==> src/design/sdo_pkg.sv <==
// Constants and types of the object access responder
package sdo_pkg;
   localparam logic [10:0] COB_RX_BASE    = 11'h600;
   localparam logic [10:0] COB_TX_BASE    = 11'h580;
   localparam logic [7:0]  CMD_UPLOAD_REQ = 8'h40;
   localparam logic [7:0]  CMD_UPLOAD_4B  = 8'h43;
   localparam logic [7:0]  CMD_DNLOAD_4B  = 8'h23;
   localparam logic [7:0]  CMD_DNLOAD_ACK = 8'h60;
   localparam logic [7:0]  CMD_ABORT      = 8'h80;
   localparam logic [15:0] OBJ_STARTUP    = 16'h1F80;
   localparam logic [15:0] OBJ_PV_FLOAT   = 16'h6130;
   localparam logic [15:0] OBJ_DEC_DIGITS = 16'h6132;
   localparam logic [15:0] OBJ_FV_INT16   = 16'h7100;
   localparam logic [15:0] OBJ_PV_INT16   = 16'h7130;
   localparam logic [15:0] OBJ_PV_INT32   = 16'h9130;
   localparam logic [7:0]  SUB_PRIMARY    = 8'h01;
   localparam logic [7:0]  SUB_SECONDARY  = 8'h02;
   localparam logic [7:0]  STARTUP_AUTO   = 8'h08;
   localparam logic [7:0]  STARTUP_OFF    = 8'h00;
   localparam logic [7:0]  STARTUP_RESET  = 8'h00;
   localparam logic [31:0] ABORT_NO_OBJ   = 32'h0602_0000;
   localparam logic [31:0] ABORT_NO_SUB   = 32'h0609_0011;
   localparam logic [31:0] ABORT_READ_ONLY = 32'h0601_0002;
   localparam logic [31:0] ABORT_BAD_VAL  = 32'h0609_0030;
   localparam logic [31:0] ABORT_BAD_CMD  = 32'h0504_0001;
   localparam logic [15:0] RANGE_FULL     = 16'h4E20;
   localparam logic [31:0] RANGE_FULL_F   = 32'h469C_4000;
   localparam int          DEC_SHIFT_MAX  = 4;

   typedef struct packed {
      logic [10:0] id;
      logic [3:0]  dlc;
      logic [63:0] data;
   } can_frame_s;

   typedef struct packed {
      logic [31:0] pv_float;
      logic [31:0] pv_int;
      logic [15:0] fv_int16;
   } chan_value_s;
endpackage

==> src/design/sdo_byte_order.sv <==
// Places a value into the four data bytes in the selected byte order
`timescale 1ns/100ps
module sdo_byte_order
   import sdo_pkg::*;
(
   // Value
   input  wire logic [31:0] i_value,
   input  wire logic        i_two_bytes,
   input  wire logic        i_msb_first,
   // Bytes 4..7 of the frame, byte 4 in [7:0]
   output logic      [31:0] o_bytes
);
   logic [31:0] le;

   always_comb begin
      le = i_two_bytes ? {16'h0000, i_value[15:0]} : i_value;
      if (!i_msb_first) begin
         o_bytes = le;
      end else if (i_two_bytes) begin
         o_bytes = {16'h0000, i_value[7:0], i_value[15:8]};
      end else begin
         o_bytes = {i_value[7:0], i_value[15:8],
                    i_value[23:16], i_value[31:24]};
      end
   end
endmodule // sdo_byte_order

==> src/design/sdo_int_shape.sv <==
// Decimal shift, clamping and narrowing of integer process values
`timescale 1ns/100ps
module sdo_int_shape
   import sdo_pkg::*;
(
   // Raw integer process value and settings
   input  wire logic signed [31:0] i_value,
   input  wire logic        [2:0]  i_dec_shift,
   input  wire logic               i_clamp_en,
   input  wire logic signed [31:0] i_min,
   input  wire logic signed [31:0] i_max,
   // Shaped values
   output logic signed      [31:0] o_int32,
   output logic signed      [15:0] o_int16
);
   logic signed [31:0] shifted;
   logic signed [31:0] clamped;

   function automatic logic signed [31:0] times_ten(
      input logic signed [31:0] v);
      times_ten = (v <<< 3) + (v <<< 1);
   endfunction

   always_comb begin
      shifted = i_value;
      for (int k = 0; k < DEC_SHIFT_MAX; k++) begin
         if (k < int'(i_dec_shift)) begin
            shifted = times_ten(shifted);
         end
      end
      clamped = shifted;
      if (i_clamp_en && shifted < i_min) begin
         clamped = i_min;
      end else if (i_clamp_en && shifted > i_max) begin
         clamped = i_max;
      end
      o_int32 = clamped;
      if (clamped > 32'sd32767) begin
         o_int16 = 16'sh7FFF;
      end else if (clamped < -32'sd32768) begin
         o_int16 = 16'sh8000;
      end else begin
         o_int16 = clamped[15:0];
      end
   end
endmodule // sdo_int_shape

==> src/design/sdo_responder.sv <==
// Expedited object access responder for the sensor node
`timescale 1ns/100ps
module sdo_responder
   import sdo_pkg::*;
#(
   parameter logic HAS_SECONDARY = 1'b1
)(
   // Clock and reset
   input  wire logic              i_clk,
   input  wire logic              i_resetn,
   // Node settings
   input  wire logic        [6:0] i_node_id,
   input  wire logic              i_msb_first,
   input  wire logic        [2:0] i_dec_shift,
   input  wire logic              i_clamp_en,
   input  wire logic signed [31:0] i_clamp_min,
   input  wire logic signed [31:0] i_clamp_max,
   input  wire logic              i_boot_done,
   // Measurements already scaled to the user range
   input  wire chan_value_s       i_chan1,
   input  wire chan_value_s       i_chan2,
   // Received frame
   input  wire can_frame_s        i_rx_frame,
   input  wire logic              i_rx_valid,
   // Transmitted frame
   output can_frame_s             o_tx_frame,
   output logic                   o_tx_valid,
   input  wire logic              i_tx_ready,
   // Start-up and network state
   output logic                   o_autostart,
   output logic                   o_operational,
   output logic                   o_pdo_enable
);
   typedef enum logic [2:0] {
      ST_IDLE = 3'b001,
      ST_SEND = 3'b010,
      ST_BOOT = 3'b100
   } state_e;

   state_e      state;
   state_e      next_state;
   can_frame_s  tx_frame;
   can_frame_s  next_tx_frame;
   logic        autostart;
   logic        next_autostart;
   logic        operational;
   logic        next_operational;

   logic [7:0]  rx_cmd;
   logic [15:0] rx_index;
   logic [7:0]  rx_sub;
   logic [31:0] rx_data;
   logic        for_me;
   logic        sub_ok;
   chan_value_s chan;
   logic [31:0] shaped32;
   logic [15:0] shaped16;
   logic [31:0] up_value;
   logic        up_two;
   logic [31:0] up_bytes;

   function automatic logic [63:0] pack_reply(
      input logic [7:0]  cmd,
      input logic [15:0] index,
      input logic [7:0]  sub,
      input logic [31:0] data);
      pack_reply = {data, sub, index[15:8], index[7:0], cmd};
   endfunction

   // Frame fields, byte 0 sits in the low bits
   assign rx_cmd   = i_rx_frame.data[7:0];
   assign rx_index = {i_rx_frame.data[23:16], i_rx_frame.data[15:8]};
   assign rx_sub   = i_rx_frame.data[31:24];
   assign rx_data  = i_rx_frame.data[63:32];
   assign for_me   = i_rx_valid && i_rx_frame.id ==
                     (COB_RX_BASE + {4'h0, i_node_id});
   assign sub_ok   = rx_sub == SUB_PRIMARY ||
                     (HAS_SECONDARY && rx_sub == SUB_SECONDARY);
   // Channels arrive already mapped onto the digital span
   assign chan     = (rx_sub == SUB_SECONDARY) ? i_chan2 : i_chan1;

   sdo_int_shape u_shape (
      .i_value    (chan.pv_int),
      .i_dec_shift(i_dec_shift),
      .i_clamp_en (i_clamp_en),
      .i_min      (i_clamp_min),
      .i_max      (i_clamp_max),
      .o_int32    (shaped32),
      .o_int16    (shaped16)
   );

   always_comb begin
      up_two   = 1'b0;
      up_value = chan.pv_float;
      unique case (rx_index)
         OBJ_PV_INT16: begin
            up_two   = 1'b1;
            up_value = {16'h0000, shaped16};
         end
         OBJ_PV_INT32: up_value = shaped32;
         OBJ_FV_INT16: begin
            up_two   = 1'b1;
            up_value = {16'h0000, chan.fv_int16};
         end
         default: up_value = chan.pv_float;
      endcase
   end

   sdo_byte_order u_order (
      .i_value    (up_value),
      .i_two_bytes(up_two),
      .i_msb_first(i_msb_first),
      .o_bytes    (up_bytes)
   );

   always_comb begin
      next_state       = state;
      next_tx_frame    = tx_frame;
      next_autostart   = autostart;
      next_operational = operational;
      unique case (state)
         ST_BOOT: begin
            if (i_boot_done) begin
               next_operational = autostart;
               next_state       = ST_IDLE;
            end
         end
         ST_IDLE: begin
            if (!i_boot_done) begin
               // Firmware restart keeps the volatile setting
               next_operational = 1'b0;
               next_state       = ST_BOOT;
            end else if (for_me) begin
               next_state       = ST_SEND;
               next_tx_frame.id = COB_TX_BASE + {4'h0, i_node_id};
               next_tx_frame.dlc = 4'h8;
               next_tx_frame.data = pack_reply(CMD_ABORT, rx_index,
                                               rx_sub, ABORT_NO_OBJ);
               if (rx_index == OBJ_STARTUP) begin
                  if (rx_sub != 8'h00) begin
                     next_tx_frame.data = pack_reply(CMD_ABORT, rx_index,
                        rx_sub, ABORT_NO_SUB);
                  end else if (rx_cmd == CMD_UPLOAD_REQ) begin
                     next_tx_frame.data = pack_reply(CMD_UPLOAD_4B,
                        rx_index, rx_sub, {24'h000000, autostart ?
                        STARTUP_AUTO : STARTUP_OFF});
                  end else if (rx_cmd != CMD_DNLOAD_4B) begin
                     next_tx_frame.data = pack_reply(CMD_ABORT, rx_index,
                        rx_sub, ABORT_BAD_CMD);
                  end else if (rx_data == {24'h000000, STARTUP_AUTO} ||
                               rx_data == {24'h000000, STARTUP_OFF}) begin
                     // Volatile only, lost at reset
                     next_autostart = rx_data[7:0] == STARTUP_AUTO;
                     next_tx_frame.data = pack_reply(CMD_DNLOAD_ACK,
                        rx_index, rx_sub, 32'h0000_0000);
                  end else begin
                     next_tx_frame.data = pack_reply(CMD_ABORT, rx_index,
                        rx_sub, ABORT_BAD_VAL);
                  end
               end else if (rx_index == OBJ_PV_FLOAT ||
                            rx_index == OBJ_PV_INT16 ||
                            rx_index == OBJ_PV_INT32 ||
                            rx_index == OBJ_FV_INT16) begin
                  if (!sub_ok) begin
                     next_tx_frame.data = pack_reply(CMD_ABORT, rx_index,
                        rx_sub, ABORT_NO_SUB);
                  end else if (rx_cmd == CMD_UPLOAD_REQ) begin
                     next_tx_frame.data = pack_reply(CMD_UPLOAD_4B,
                        rx_index, rx_sub, up_bytes);
                  end else begin
                     next_tx_frame.data = pack_reply(CMD_ABORT, rx_index,
                        rx_sub, ABORT_READ_ONLY);
                  end
               end
            end
         end
         ST_SEND: begin
            if (i_tx_ready) begin
               next_state = ST_IDLE;
            end
         end
         default: next_state = ST_BOOT;
      endcase
   end

   always_ff @(posedge i_clk) begin
      if (!i_resetn) begin
         state       <= ST_BOOT;
         tx_frame    <= '0;
         autostart   <= 1'b0;
         operational <= 1'b0;
      end else begin
         state       <= next_state;
         tx_frame    <= next_tx_frame;
         autostart   <= next_autostart;
         operational <= next_operational;
      end
   end

   assign o_tx_frame    = tx_frame;
   assign o_tx_valid    = state == ST_SEND;
   assign o_autostart   = autostart;
   assign o_operational = operational;
   assign o_pdo_enable  = operational;

   // Request accepted at this edge
   logic        req_taken;
   assign req_taken = state == ST_IDLE && i_boot_done && for_me;

   a_startup_ack: assert property (
      @(posedge i_clk) disable iff (!i_resetn)
      req_taken && rx_index == OBJ_STARTUP &&
      rx_sub == 8'h00 && rx_cmd == CMD_DNLOAD_4B &&
      rx_data == 32'h0000_0008
      |=> o_tx_valid && o_tx_frame.data[7:0] == 8'h60 &&
          o_tx_frame.data[63:32] == 32'h0 && o_autostart)
      else $error("start-up write not acknowledged");
   a_startup_off: assert property (
      @(posedge i_clk) disable iff (!i_resetn)
      req_taken && rx_index == OBJ_STARTUP && rx_sub == 8'h00 &&
      rx_cmd == CMD_DNLOAD_4B && rx_data == 32'h0
      |=> !o_autostart)
      else $error("start-up disable ignored");
   a_startup_read: assert property (
      @(posedge i_clk) disable iff (!i_resetn)
      req_taken && rx_index == OBJ_STARTUP && rx_sub == 8'h00 &&
      rx_cmd == CMD_UPLOAD_REQ
      |=> o_tx_frame.data[63:32] ==
          {24'h0, $past(o_autostart) ? 8'h08 : 8'h00})
      else $error("start-up setting read back wrong");
   a_reply_id: assert property (
      @(posedge i_clk) disable iff (!i_resetn)
      o_tx_valid |-> o_tx_frame.id == 11'h580 + {4'h0, i_node_id})
      else $error("reply identifier wrong");
   a_reply_echo: assert property (
      @(posedge i_clk) disable iff (!i_resetn)
      req_taken |=> o_tx_valid && o_tx_frame.dlc == 4'h8 &&
      o_tx_frame.data[31:8] == $past(i_rx_frame.data[31:8]))
      else $error("reply does not echo the object");
   a_no_pdo_pre: assert property (
      @(posedge i_clk) disable iff (!i_resetn)
      state == ST_BOOT || !o_operational |-> !o_pdo_enable)
      else $error("process data enabled before run");
   a_boot_ignore: assert property (
      @(posedge i_clk) disable iff (!i_resetn)
      state == ST_BOOT && for_me |=> !o_tx_valid)
      else $error("request served during boot");
   a_boot_run: assert property (
      @(posedge i_clk) disable iff (!i_resetn)
      state == ST_BOOT && i_boot_done |=> o_operational == $past(o_autostart))
      else $error("start-up setting not applied after boot");
   a_reset_vol: assert property (
      @(posedge i_clk)
      !i_resetn |=> !o_autostart && !o_operational)
      else $error("start-up setting survived reset");
   a_float_ans: assert property (
      @(posedge i_clk) disable iff (!i_resetn)
      req_taken && rx_cmd == 8'h40 &&
      rx_index == 16'h6130 && rx_sub == 8'h01
      |=> o_tx_frame.data[7:0] == 8'h43 &&
          o_tx_frame.data[63:32] == (i_msb_first ?
          {$past(i_chan1.pv_float[7:0]), $past(i_chan1.pv_float[15:8]),
          $past(i_chan1.pv_float[23:16]), $past(i_chan1.pv_float[31:24])} :
          $past(i_chan1.pv_float)))
      else $error("float upload reply wrong");
   a_field_zero: assert property (
      @(posedge i_clk) disable iff (!i_resetn)
      req_taken && rx_cmd == 8'h40 && rx_index == 16'h7100 && sub_ok
      |=> o_tx_frame.data[63:48] == 16'h0000 &&
          o_tx_frame.data[7:0] == 8'h43)
      else $error("field value reply malformed");
   a_field_raw: assert property (
      @(posedge i_clk) disable iff (!i_resetn)
      req_taken && rx_cmd == 8'h40 && rx_index == 16'h7100 &&
      rx_sub == 8'h01 && !i_msb_first
      |=> o_tx_frame.data[47:32] == $past(i_chan1.fv_int16))
      else $error("field value altered");
   a_int16_pair: assert property (
      @(posedge i_clk) disable iff (!i_resetn)
      req_taken && rx_cmd == 8'h40 && rx_index == 16'h7130 && sub_ok
      |=> o_tx_frame.data[63:48] == 16'h0000 &&
          o_tx_frame.data[7:0] == 8'h43)
      else $error("int16 process value reply malformed");
   a_shift_none: assert property (
      @(posedge i_clk) disable iff (!i_resetn)
      i_dec_shift == 3'h0 && !i_clamp_en |-> shaped32 == chan.pv_int)
      else $error("integer value altered without shift");
   a_clamp_hold: assert property (
      @(posedge i_clk) disable iff (!i_resetn)
      i_clamp_en && i_clamp_min <= i_clamp_max |->
      $signed(shaped32) >= i_clamp_min && $signed(shaped32) <= i_clamp_max)
      else $error("clamp bounds exceeded");
   a_unknown_abort: assert property (
      @(posedge i_clk) disable iff (!i_resetn)
      req_taken && rx_index == 16'h1234
      |=> o_tx_valid && o_tx_frame.data[7:0] == 8'h80)
      else $error("unknown object not aborted");
   a_bad_sub: assert property (
      @(posedge i_clk) disable iff (!i_resetn)
      req_taken && rx_index == 16'h6130 &&
      rx_sub != 8'h01 && rx_sub != 8'h02
      |=> o_tx_frame.data[7:0] == 8'h80 &&
          o_tx_frame.data[63:32] == 32'h0609_0011)
      else $error("missing sub-index not aborted");
   a_send_hold: assert property (@(posedge i_clk) disable iff (!i_resetn)
      o_tx_valid && !i_tx_ready |=> o_tx_valid && $stable(o_tx_frame))
      else $error("reply dropped before taken");
   a_send_done: assert property (@(posedge i_clk) disable iff (!i_resetn)
      o_tx_valid && i_tx_ready |=> !o_tx_valid)
      else $error("reply repeated after hand-off");
endmodule // sdo_responder

==> config.mk <==
export PLATFORM = sky130hd
export DESIGN_NAME = sdo_responder
export DESIGN_NICKNAME = d
export VERILOG_FILES = /design/src/design/sdo_pkg.sv /design/src/design/sdo_byte_order.sv /design/src/design/sdo_int_shape.sv /design/src/design/sdo_responder.sv
export SDC_FILE = /design/constraint.sdc
export NUM_CORES = 1
export LEC_CHECK = 0
export BUFFER_PORTS_ARGS = -buffer_cell sky130_fd_sc_hd__buf_4
export CAP_MARGIN = 10
export CORE_MARGIN = 10
export CORE_UTILIZATION = 60
export CTS_CLUSTER_DIAMETER = 60
export DETAILED_ROUTE_END_ITERATION = 6
export PLACE_DENSITY_LB_ADDON = 0.05
export RECOVER_POWER = 25
export SYNTH_ARGS = -nofsm -noshare
export SYNTH_HDL_FRONTEND = slang
export SYNTH_SLANG_ARGS = --single-unit
export TNS_END_PERCENT = 30
==> constraint.sdc <==
create_clock -name i_clk -period 21.8 [get_ports i_clk]
set_clock_uncertainty 0.05 [all_clocks]
set_input_delay 1.09 -clock i_clk [delete_from_list [all_inputs] [get_ports i_clk]]
set_output_delay 1.09 -clock i_clk [all_outputs]
set_load 0.02 [all_outputs]
### Yosys cells after proc, flatten, opt, wreduce, memory -nomap -nowiden

Index checks and enable logic that the tools add are counted.

| cells by class | value |
|---|---|
| bitwise logic cells | 3 |
| magnitude comparators | 8 |
| reductions and logical operators | 16 |
| add/sub/neg operators | 6 |
| mux-type cells | 31 |
| equality and inequality tests | 19 |

Operator list:

| cell | number |
|---|---|
| $mux 32 | 9 |
| $mux 64 | 4 |
| $mux 59 | 4 |
| $add 32x32->32 | 4 |
| $pmux 32 s3 | 1 |
| $mux 80 | 1 |
| $eq 16x15->1 const B | 3 |
| $eq 32x4->1 const B | 1 |
| $gt 32x16->1 const B | 1 |
| $gt 32x32->1 | 1 |
| $logic_not 32->1 | 1 |
| $lt 32x16->1 const B | 1 |
| $lt 32x32->1 | 1 |
| $mux 16 | 2 |
| $eq 16x13->1 const B | 1 |
| $eq 16x16->1 const B | 1 |
| $mux 3 | 4 |
| $add 10x8->11 const A | 1 |
| $add 11x7->11 const A | 1 |
| $eq 11x11->1 | 1 |
| $pmux 3 s3 | 1 |
| $reduce_and 3->1 | 3 |
| $eq 8x1->1 const B | 1 |
| $eq 8x2->1 const B | 1 |
| other kinds (21) | 34 |

| word-level totals | value |
|---|---|
| word-level logic and storage cells | 89 |
| bits in registers | 81 |
| output and inout port bits | 83 |
| bits of input ports | 320 |

### Depth between registers and ports, before layout

Gate-level depths: netlist of run 1.

| depth | value |
|---|---|
| depth after elaboration | 24 |
| mapped depth | 76 |
| gate-level depth less buffers | 68 |

### Modules after synthesis

A second synthesis of run 1 with hierarchy kept.

| unflattened totals | value |
|---|---|
| cell total of the unflattened synthesis | 2,310 |
| area total of the unflattened synthesis | 16,049.1 um^2 |

Modules (own cells, without submodules):

| module | cells an instance | area an instance (um^2) | times used |
|---|---|---|---|
| sdo_int_shape | 1,544 | 10,690.3 | 1 |
| sdo_responder | 677 | 4,750.8 | 1 |
| sdo_byte_order | 89 | 608.1 | 1 |

### Worst setup path after synthesis of run 1

OpenSTA, ideal clock, no wires.

| timing path | value |
|---|---|
| kind | input-to-reg |
| start point | input port i_rx_frame[26] (netlist bit) |
| end point | register tx_frame, in the netlist o_tx_frame[51] |
| buffers on the path | 6 |
| library setup time | 0.120 ns |
| arrival time | 14.922 ns |
| cell stages on the path | 65 |
| slack | 6.709 ns |
| required time | 21.630 ns |
| cell sequence | or4_1 > buf_2 > nor2_1 > buf_2 > buf_1 > clkbuf_1 > buf_1 > nand2_1 > nand2_1 > ha_1 > a21o_1 > a21o_1 > o211a_1 > maj3_1 > a211oi_1 > nor3_1 > a21o_1 > ha_1 > [29 not listed] > nor4_1 > nand2_1 > o31a_1 > and4b_1 > nor2_1 > buf_1 > and2_1 > o21ai_0 > o221a_2 > or4_1 > nor4b_1 > nand4b_1 > nor4_4 > or4_1 > o21a_2 > o21ai_2 > o31a_1 > o31a_1 |

| on the way | value |
|---|---|
| longest elaborated chain between the ends | 24 |
| elaborated cells between the ends (all ways) | 32 |

Ends and longest elaborated chain:

| element | RTL line | RTL |
|---|---|---|
| from (decl) | sdo_responder.sv:23 | `input wire can_frame_s i_rx_frame,` |
| $eq 8x2->1 | sdo_responder.sv:78, sdo_responder.sv:80 |  |
| $mux 80 | sdo_responder.sv:80 | `assign chan = (rx_sub == SUB_SECONDARY) ? i_chan2 : i_chan1;` |
| $add 32x32->32 | sdo_int_shape.sv:21 | `times_ten = (v <<< 3) + (v <<< 1);` |
| $mux 32 | sdo_int_shape.sv:27 | `if (k < int'(i_dec_shift)) begin` |
| $add 32x32->32 | sdo_int_shape.sv:21 |  |
| $mux 32 | sdo_int_shape.sv:27 |  |
| $add 32x32->32 | sdo_int_shape.sv:21 |  |
| $mux 32 | sdo_int_shape.sv:27 |  |
| [8 not listed] | - |  |
| $mux 16 | sdo_int_shape.sv:38 | `if (clamped > 32'sd32767) begin` |
| $pmux 32 s3 | sdo_responder.sv:95 | `unique case (rx_index)` |
| $mux 32 | sdo_byte_order.sv:19 | `end else if (i_two_bytes) begin` |
| $mux 32 | sdo_byte_order.sv:17 | `if (!i_msb_first) begin` |
| $mux 64 | sdo_responder.sv:167 | `end else if (rx_cmd == CMD_UPLOAD_REQ) begin` |
| $mux 64 | sdo_responder.sv:164 | `if (!sub_ok) begin` |
| $mux 64 | sdo_responder.sv:160 | `end else if (rx_index == OBJ_PV_FLOAT \|\|` |
| $mux 64 * | sdo_responder.sv:139 | `if (rx_index == OBJ_STARTUP) begin` |
| to (signal assigned) | sdo_responder.sv:194 | `tx_frame <= next_tx_frame;` |
| to (decl) | sdo_responder.sv:42 | `can_frame_s tx_frame;` |

Mark *: on every way between the ends. The rest lies on a longest branch, timed or not.
A chain may end at the register's enable or synchronous reset.

### Worst setup path in the final report of run 1

| timing path | value |
|---|---|
| start point | input port i_rx_frame[25] (netlist bit) |
| end point | register tx_frame, in the netlist o_tx_frame[36] |

| on the way | value |
|---|---|
| longest elaborated chain between the ends | 24 |
| elaborated cells between the ends (all ways) | 32 |

Ends and longest elaborated chain:

| element | RTL line |
|---|---|
| $eq 8x2->1 | sdo_responder.sv:78, sdo_responder.sv:80 |
| $mux 80 | sdo_responder.sv:80 |
| $add 32x32->32 | sdo_int_shape.sv:21 |
| $mux 32 | sdo_int_shape.sv:27 |
| $add 32x32->32 | sdo_int_shape.sv:21 |
| $mux 32 | sdo_int_shape.sv:27 |
| $add 32x32->32 | sdo_int_shape.sv:21 |
| $mux 32 | sdo_int_shape.sv:27 |
| [8 not listed] | - |
| $mux 16 | sdo_int_shape.sv:38 |
| $pmux 32 s3 | sdo_responder.sv:95 |
| $mux 32, on equally long branches | sdo_byte_order.sv:16, sdo_byte_order.sv:19 |
| $mux 32 | sdo_byte_order.sv:17 |
| $mux 64 | sdo_responder.sv:167 |
| $mux 64 | sdo_responder.sv:164 |
| $mux 64 | sdo_responder.sv:160 |
| $mux 64 * | sdo_responder.sv:139 |

Marked as above.

==> reports/qor.csv, run 1 <==
metric;value;unit
status;completed;
post-CTS sizing;0;
Hold WC Path Type;reg2reg;
asr flop ratio synth;0;%
top cells by area, synth;ha_1 (14%), dfxtp_1 (9.4%), nand2_1 (9.4%);
CTS Sinks;73;
DR WL/cell;21.8;µm
Relative slew margins;31.5;%
crit path DAT;17.48;ns
post-synth top area share;13.6;%
clk slew on worst S/H paths;0.06;ns
CP Buf/Inv Count;8;
GR Util All Layers;35.7;%
crit path kind;in2reg;
DIE HEIGHT;181;µm
CP Data Required Time;21.97;ns
Mean Syn Cell Area;6.75;µm²
Critical Path Start Type;input pin;
number of flops mapped to enable cells by yosys;0;
pin count of the biggest net entering global routing;70;
min Tclk post-route;17.30;ns
initial DRC count;2327;
first-pass GRT wire length;97800;µm
Antenna Cells;0;
Final Cycle Share;79.4;%
Initial Utilization;61.4;%
Seq/Total Area, Yosys;9.38;%
Via density;6.64;
initial antenna violation count;0;
Crit path largest cell delay;0.63;ns
post-synthesis sequential element count;73;
I/O pin count;403;
fin nets;3114;
clock latency at the later pin of the worst-skew pair;0.34;ns
Area growth syn-to-layout;20.8;%
root buffer cell;clkbuf_16;
core box area;25400;µm²
commonest cells after routing, fill and taps aside;nand2_1 (388), buf_4 (378), a21oi_1 (224);
worst-margin pin slew;1.02;ns
setup_tns;0;ns
Final ANT Viol Nets;0;
drt pass-1 iters;7;
RSZ-0062 raised after global routing;false;
fraction of layout cells with a size suffix above 1;18.5;%
slowest CP cell;buf_4;
Cells after Synth;2309;
chip width;181;µm
endpoints failing setup;0;
commonest non-fill, non-tap cell in the layout;nand2_1;
Longest Clk Path Bufs;2;
dpl hpwl;51900;µm
ys flop type;dfxtp_1;
RePlAce Congestion;1.03;
vias;19600;
final hold violation count;0;
# Max-Cap Violations;0;
DRC Markers;0;
global route overflow;0;
Hold Buf Count CTS;0;
synthesized area;15600;µm²
Post-CTS Setup Repair Bufs;0;
f_max;57.8;MHz
TritonCTS clock tree;done;
Top delay family on crit path;compound AO/OA/AOI/OAI gates;
Critical Path Sink Type;flop;
Routed WL;64500;µm
Inserted Clock Buffers;9;
synth warn;0;
CP Max Fanout;69;
max-slew violations;0;
Port Buffers;391;
number of global-route vias before repair;18100;
dominant cell type by area after synthesis;ha_1;
H-tree levels;3;
site row count;58;
Die Area;32800;µm²
flop2flop setup slack;19.19;ns
count of cell types in the netlist;105;
[worst min-delay path, stage by stage (launching register included)]
cell and delay, ns:
dfxtp_1 0.31, nand2_1 0.05, a21oi_1 0.05
[synth_stat cells, drive strengths merged, types with 6 or more instances]
cell	n
o221ai	10
a211o	10
o21ai	129
and3	28
nand2b	24
a41oi	10
a21boi	6
o211ai	28
clkbuf	83
ha	170
o2111ai	8
o31a	9
a22o	6
nor4	28
and2	21
or3	24
or2	10
o22ai	8
inv	132
nand3	48
nor3	45
nor4b	6
xor2	35
o31ai	21
buf	38
a21oi	227
nand2	389
a211oi	28
xnor2	76
nand4	32
mux2	27
dfxtp	73
a22oi	19
a31oi	36
o21bai	20
nor2b	10
mux2i	39
a31o	9
or4	7
a311oi	8
o21a	27
a21o	84
nor2	167
[registers in the layout, indices dropped and copies added, names as in the netlist]
register	flops
state	3
o_operational	1
o_autostart	1
o_tx_frame	68
[cell families after synthesis]
logic type      count (synthesis)  share of synthesized area (%)
other cells                     1                         0.0241
xor+xnor                      112                           6.39
buf+inv                       256                           6.56
compound gates                763                           33.2
flops                          73                           9.38
fa+ha+maj                     178                           14.4
mux                            66                           4.45
simple gates                  860                           25.5
[layer usage]
metal  track usage, %  wire length, µm  up-vias
met4             11.8             2590        0
met5                0                0        -
met3             7.23             7060      222
met2             58.4            29100     1327
met1             45.8            25800     8984
li1                 -                -     9074
[layout make-up]
cell class | instances | area, µm²
clock inverter | 7 | 78.8
inverter | 135 | 507
multi-input combinational | 1986 | 13200
timing repair buffer | 415 | 2980
sequential | 73 | 1460
tap | 330 | 413
fill | 2013 | 6570
clock buffer | 9 | 225
[path summary, 6_finish.rpt]
kind	start	to	cells past startpoint
max	i_rx_frame[25]	o_tx_frame[36]	65
min	o_tx_frame[70]	o_tx_frame[70]	2
max reg2reg	state[1]	o_autostart	7
min reg2reg	o_tx_frame[70]	o_tx_frame[70]	2
[through the flow]
| stage | std cells | utilization, % | instance area [µm²] | hold WS, ns | worst slack [ns] |
|---|---|---|---|---|---|
| 2_1_floorplan | 2315 | - | 15600 | 0.473 | 6.71 |
| 3_3_place_gp | 2938 | 73.5 | 18700 | 0.388 | 4.84 |
| 3_5_place_dp | 2938 | 73.5 | 18700 | 0.396 | 4.61 |
| 4_1_cts | 2954 | 74.7 | 19000 | 0.403 | 4.91 |
| 5_1_grt | 2955 | 74.1 | 18800 | 0.423 | 3.64 |
| 6_report | 2955 | 74.1 | 18800 | 0.403 | 4.50 |
Power of run 1 is not shown: default switching activity piles up to over one toggle a cycle in this logic, so the estimate is an artifact.
==> run 2, diff against run 1 <==
--- a/config.mk
+++ b/config.mk
@@ -8,7 +8,7 @@
 export BUFFER_PORTS_ARGS = -buffer_cell sky130_fd_sc_hd__buf_4
 export CAP_MARGIN = 10
 export CORE_MARGIN = 10
-export CORE_UTILIZATION = 60
+export CORE_UTILIZATION = 51
 export CTS_CLUSTER_DIAMETER = 60
 export DETAILED_ROUTE_END_ITERATION = 6
 export PLACE_DENSITY_LB_ADDON = 0.05
==> constraint.sdc (replaced) <==
create_clock -name i_clk -period 15.5 [get_ports i_clk]
set_clock_uncertainty 0.05 [all_clocks]
set_input_delay 0.775 -clock i_clk [delete_from_list [all_inputs] [get_ports i_clk]]
set_output_delay 0.775 -clock i_clk [all_outputs]
set_load 0.02 [all_outputs]
==> run 2 against run 1 <==
Effect of this change: the flow now finishes with violations (DRC); die area up 16%; hold slack worse by 0.0028 ns; first-iteration DRC count down 20%; final area up 2.4%; wire length down 1.9%; register-to-register slack worse by 6.1 ns; critical path type unchanged; largest cell class unchanged.
==> reports/qor.csv, run 2 (synthesized netlist as in run 1, its figures left out) <==
metric;value;unit
Final Cycle Share;95.3;%
Inserted Clock Buffers;9;
Via density;6.25;
commonest cells after routing, fill and taps aside;buf_4 (416), nand2_1 (388), a21oi_1 (221);
Hold WC Path Type;reg2reg;
clk slew on worst S/H paths;0.06;ns
dpl hpwl;52300;µm
crit path kind;in2reg;
filler instances;2790;
multi-input logic area;13200;µm²
f_max;67.7;MHz
Final ANT Viol Nets;0;
Cells after DPL;3032;
DIE HEIGHT;195;µm
Antenna Cells;0;
CTS Sinks;73;
Die Area;38000;µm²
initial antenna violation count;0;
CP Max Fanout;15;
chip width;195;µm
RSZ-0062 raised after global routing;false;
max reg flops;68;
endpoints failing setup;0;
Crit path largest cell delay;0.56;ns
site row count;63;
CP Data Required Time;15.71;ns
GR Util All Layers;30.7;%
Finished Layout Cells;3053;
Routed WL;63300;µm
Port Buffers;391;
pin count of the biggest net entering global routing;50;
crit path DAT;14.99;ns
Initial Utilization;52.2;%
Final Util;64.5;%
violated checks;DRC;
H-tree levels;3;
I/O pin count;403;
status;complete, but fails checks;
clock latency at the later pin of the worst-skew pair;0.34;ns
number of global-route vias before repair;17900;
max-slew violations;0;
register area;1460;µm²
fin nets;3152;
# Max-Cap Violations;0;
Relative slew margins;19.5;%
Critical Path Start Type;input pin;
initial DRC count;1857;
final hold violation count;0;
slowest CP cell;or4_1;
root buffer cell;clkbuf_16;
first-pass GRT wire length;97500;µm
core box area;29900;µm²
Hold Buf Count CTS;0;
DR WL/cell;20.7;µm
worst-margin pin slew;1.20;ns
TritonCTS clock tree;done;
commonest non-fill, non-tap cell in the layout;buf_4;
DRC Markers;2;
vias;19100;
Longest Clk Path Bufs;2;
min Tclk post-route;14.78;ns
global route overflow;0;
Critical Path Sink Type;flop;
fraction of layout cells with a size suffix above 1;20.2;%
RePlAce Congestion;1.02;
drt pass-1 iters;7;
Area growth syn-to-layout;23.7;%
CP dominant cell by count;a21o_1;
run 2: per-layer routing:
metal,vias to the layer above,global-route usage (%),part of all wire [%]
li1,9138,-,-
met1,8831,41.1,43
met2,991,49.3,45
met3,118,5.92,9.4
met4,0,7.78,2.8
met5,-,0,0
run 2: per-stage QoR:
| stage | setup TNS, ns | hold WS [ns] | worst slack, ns | area, µm² |
|---|---|---|---|---|
| global route | 0 | 0.415 | 0.0366 | 19300 |
| detailed placement | -0.0463 | 0.395 | -0.0463 | 19000 |
| finish | 0 | 0.401 | 0.723 | 19300 |
| global placement | 0 | 0.389 | 0.340 | 19000 |
| floorplan | 0 | 0.473 | 0.724 | 15600 |
| CTS | 0 | 0.402 | 0.274 | 19300 |
run 2: worst paths after layout:
| kind | to | from | cells past startpoint | slack, ns |
|---|---|---|---|---|
| setup / recovery | o_tx_frame[35] | i_rx_frame[26] | 65 | 0.72 |
| hold / removal | o_tx_frame[70] | o_tx_frame[70] | 2 | 0.40 |
| setup reg to reg | o_tx_frame[37] | state[1] | 7 | 13.05 |
| hold reg to reg | o_tx_frame[70] | o_tx_frame[70] | 2 | 0.40 |
run 2: critical path: cells and delay by family:
kind                       cells  cell delay [ns]
AOI/OAI and AO/OA             28             5.99
xor gates and xnor gates       3             0.75
adders and majority gates      7             2.39
buffers and inverters          6             0.90
muxes                          4             0.99
and+or+nand+nor               17             3.18
run 2: final cells by class:
type,instances,area share (%)
clock buffer,9,1.17
clock inverter,7,0.493
inverter,135,2.63
multi-input combinational,1986,68.7
sequential,73,7.58
tap,390,2.53
timing repair buffer,453,16.9
run 2: timing repair:
action                     4_1_cts  5_1_grt
gates resized for setup          0       21
setup buffers                    0        5
setup endpoints to repair        0       32
Power of run 2 is left out for the same reason.
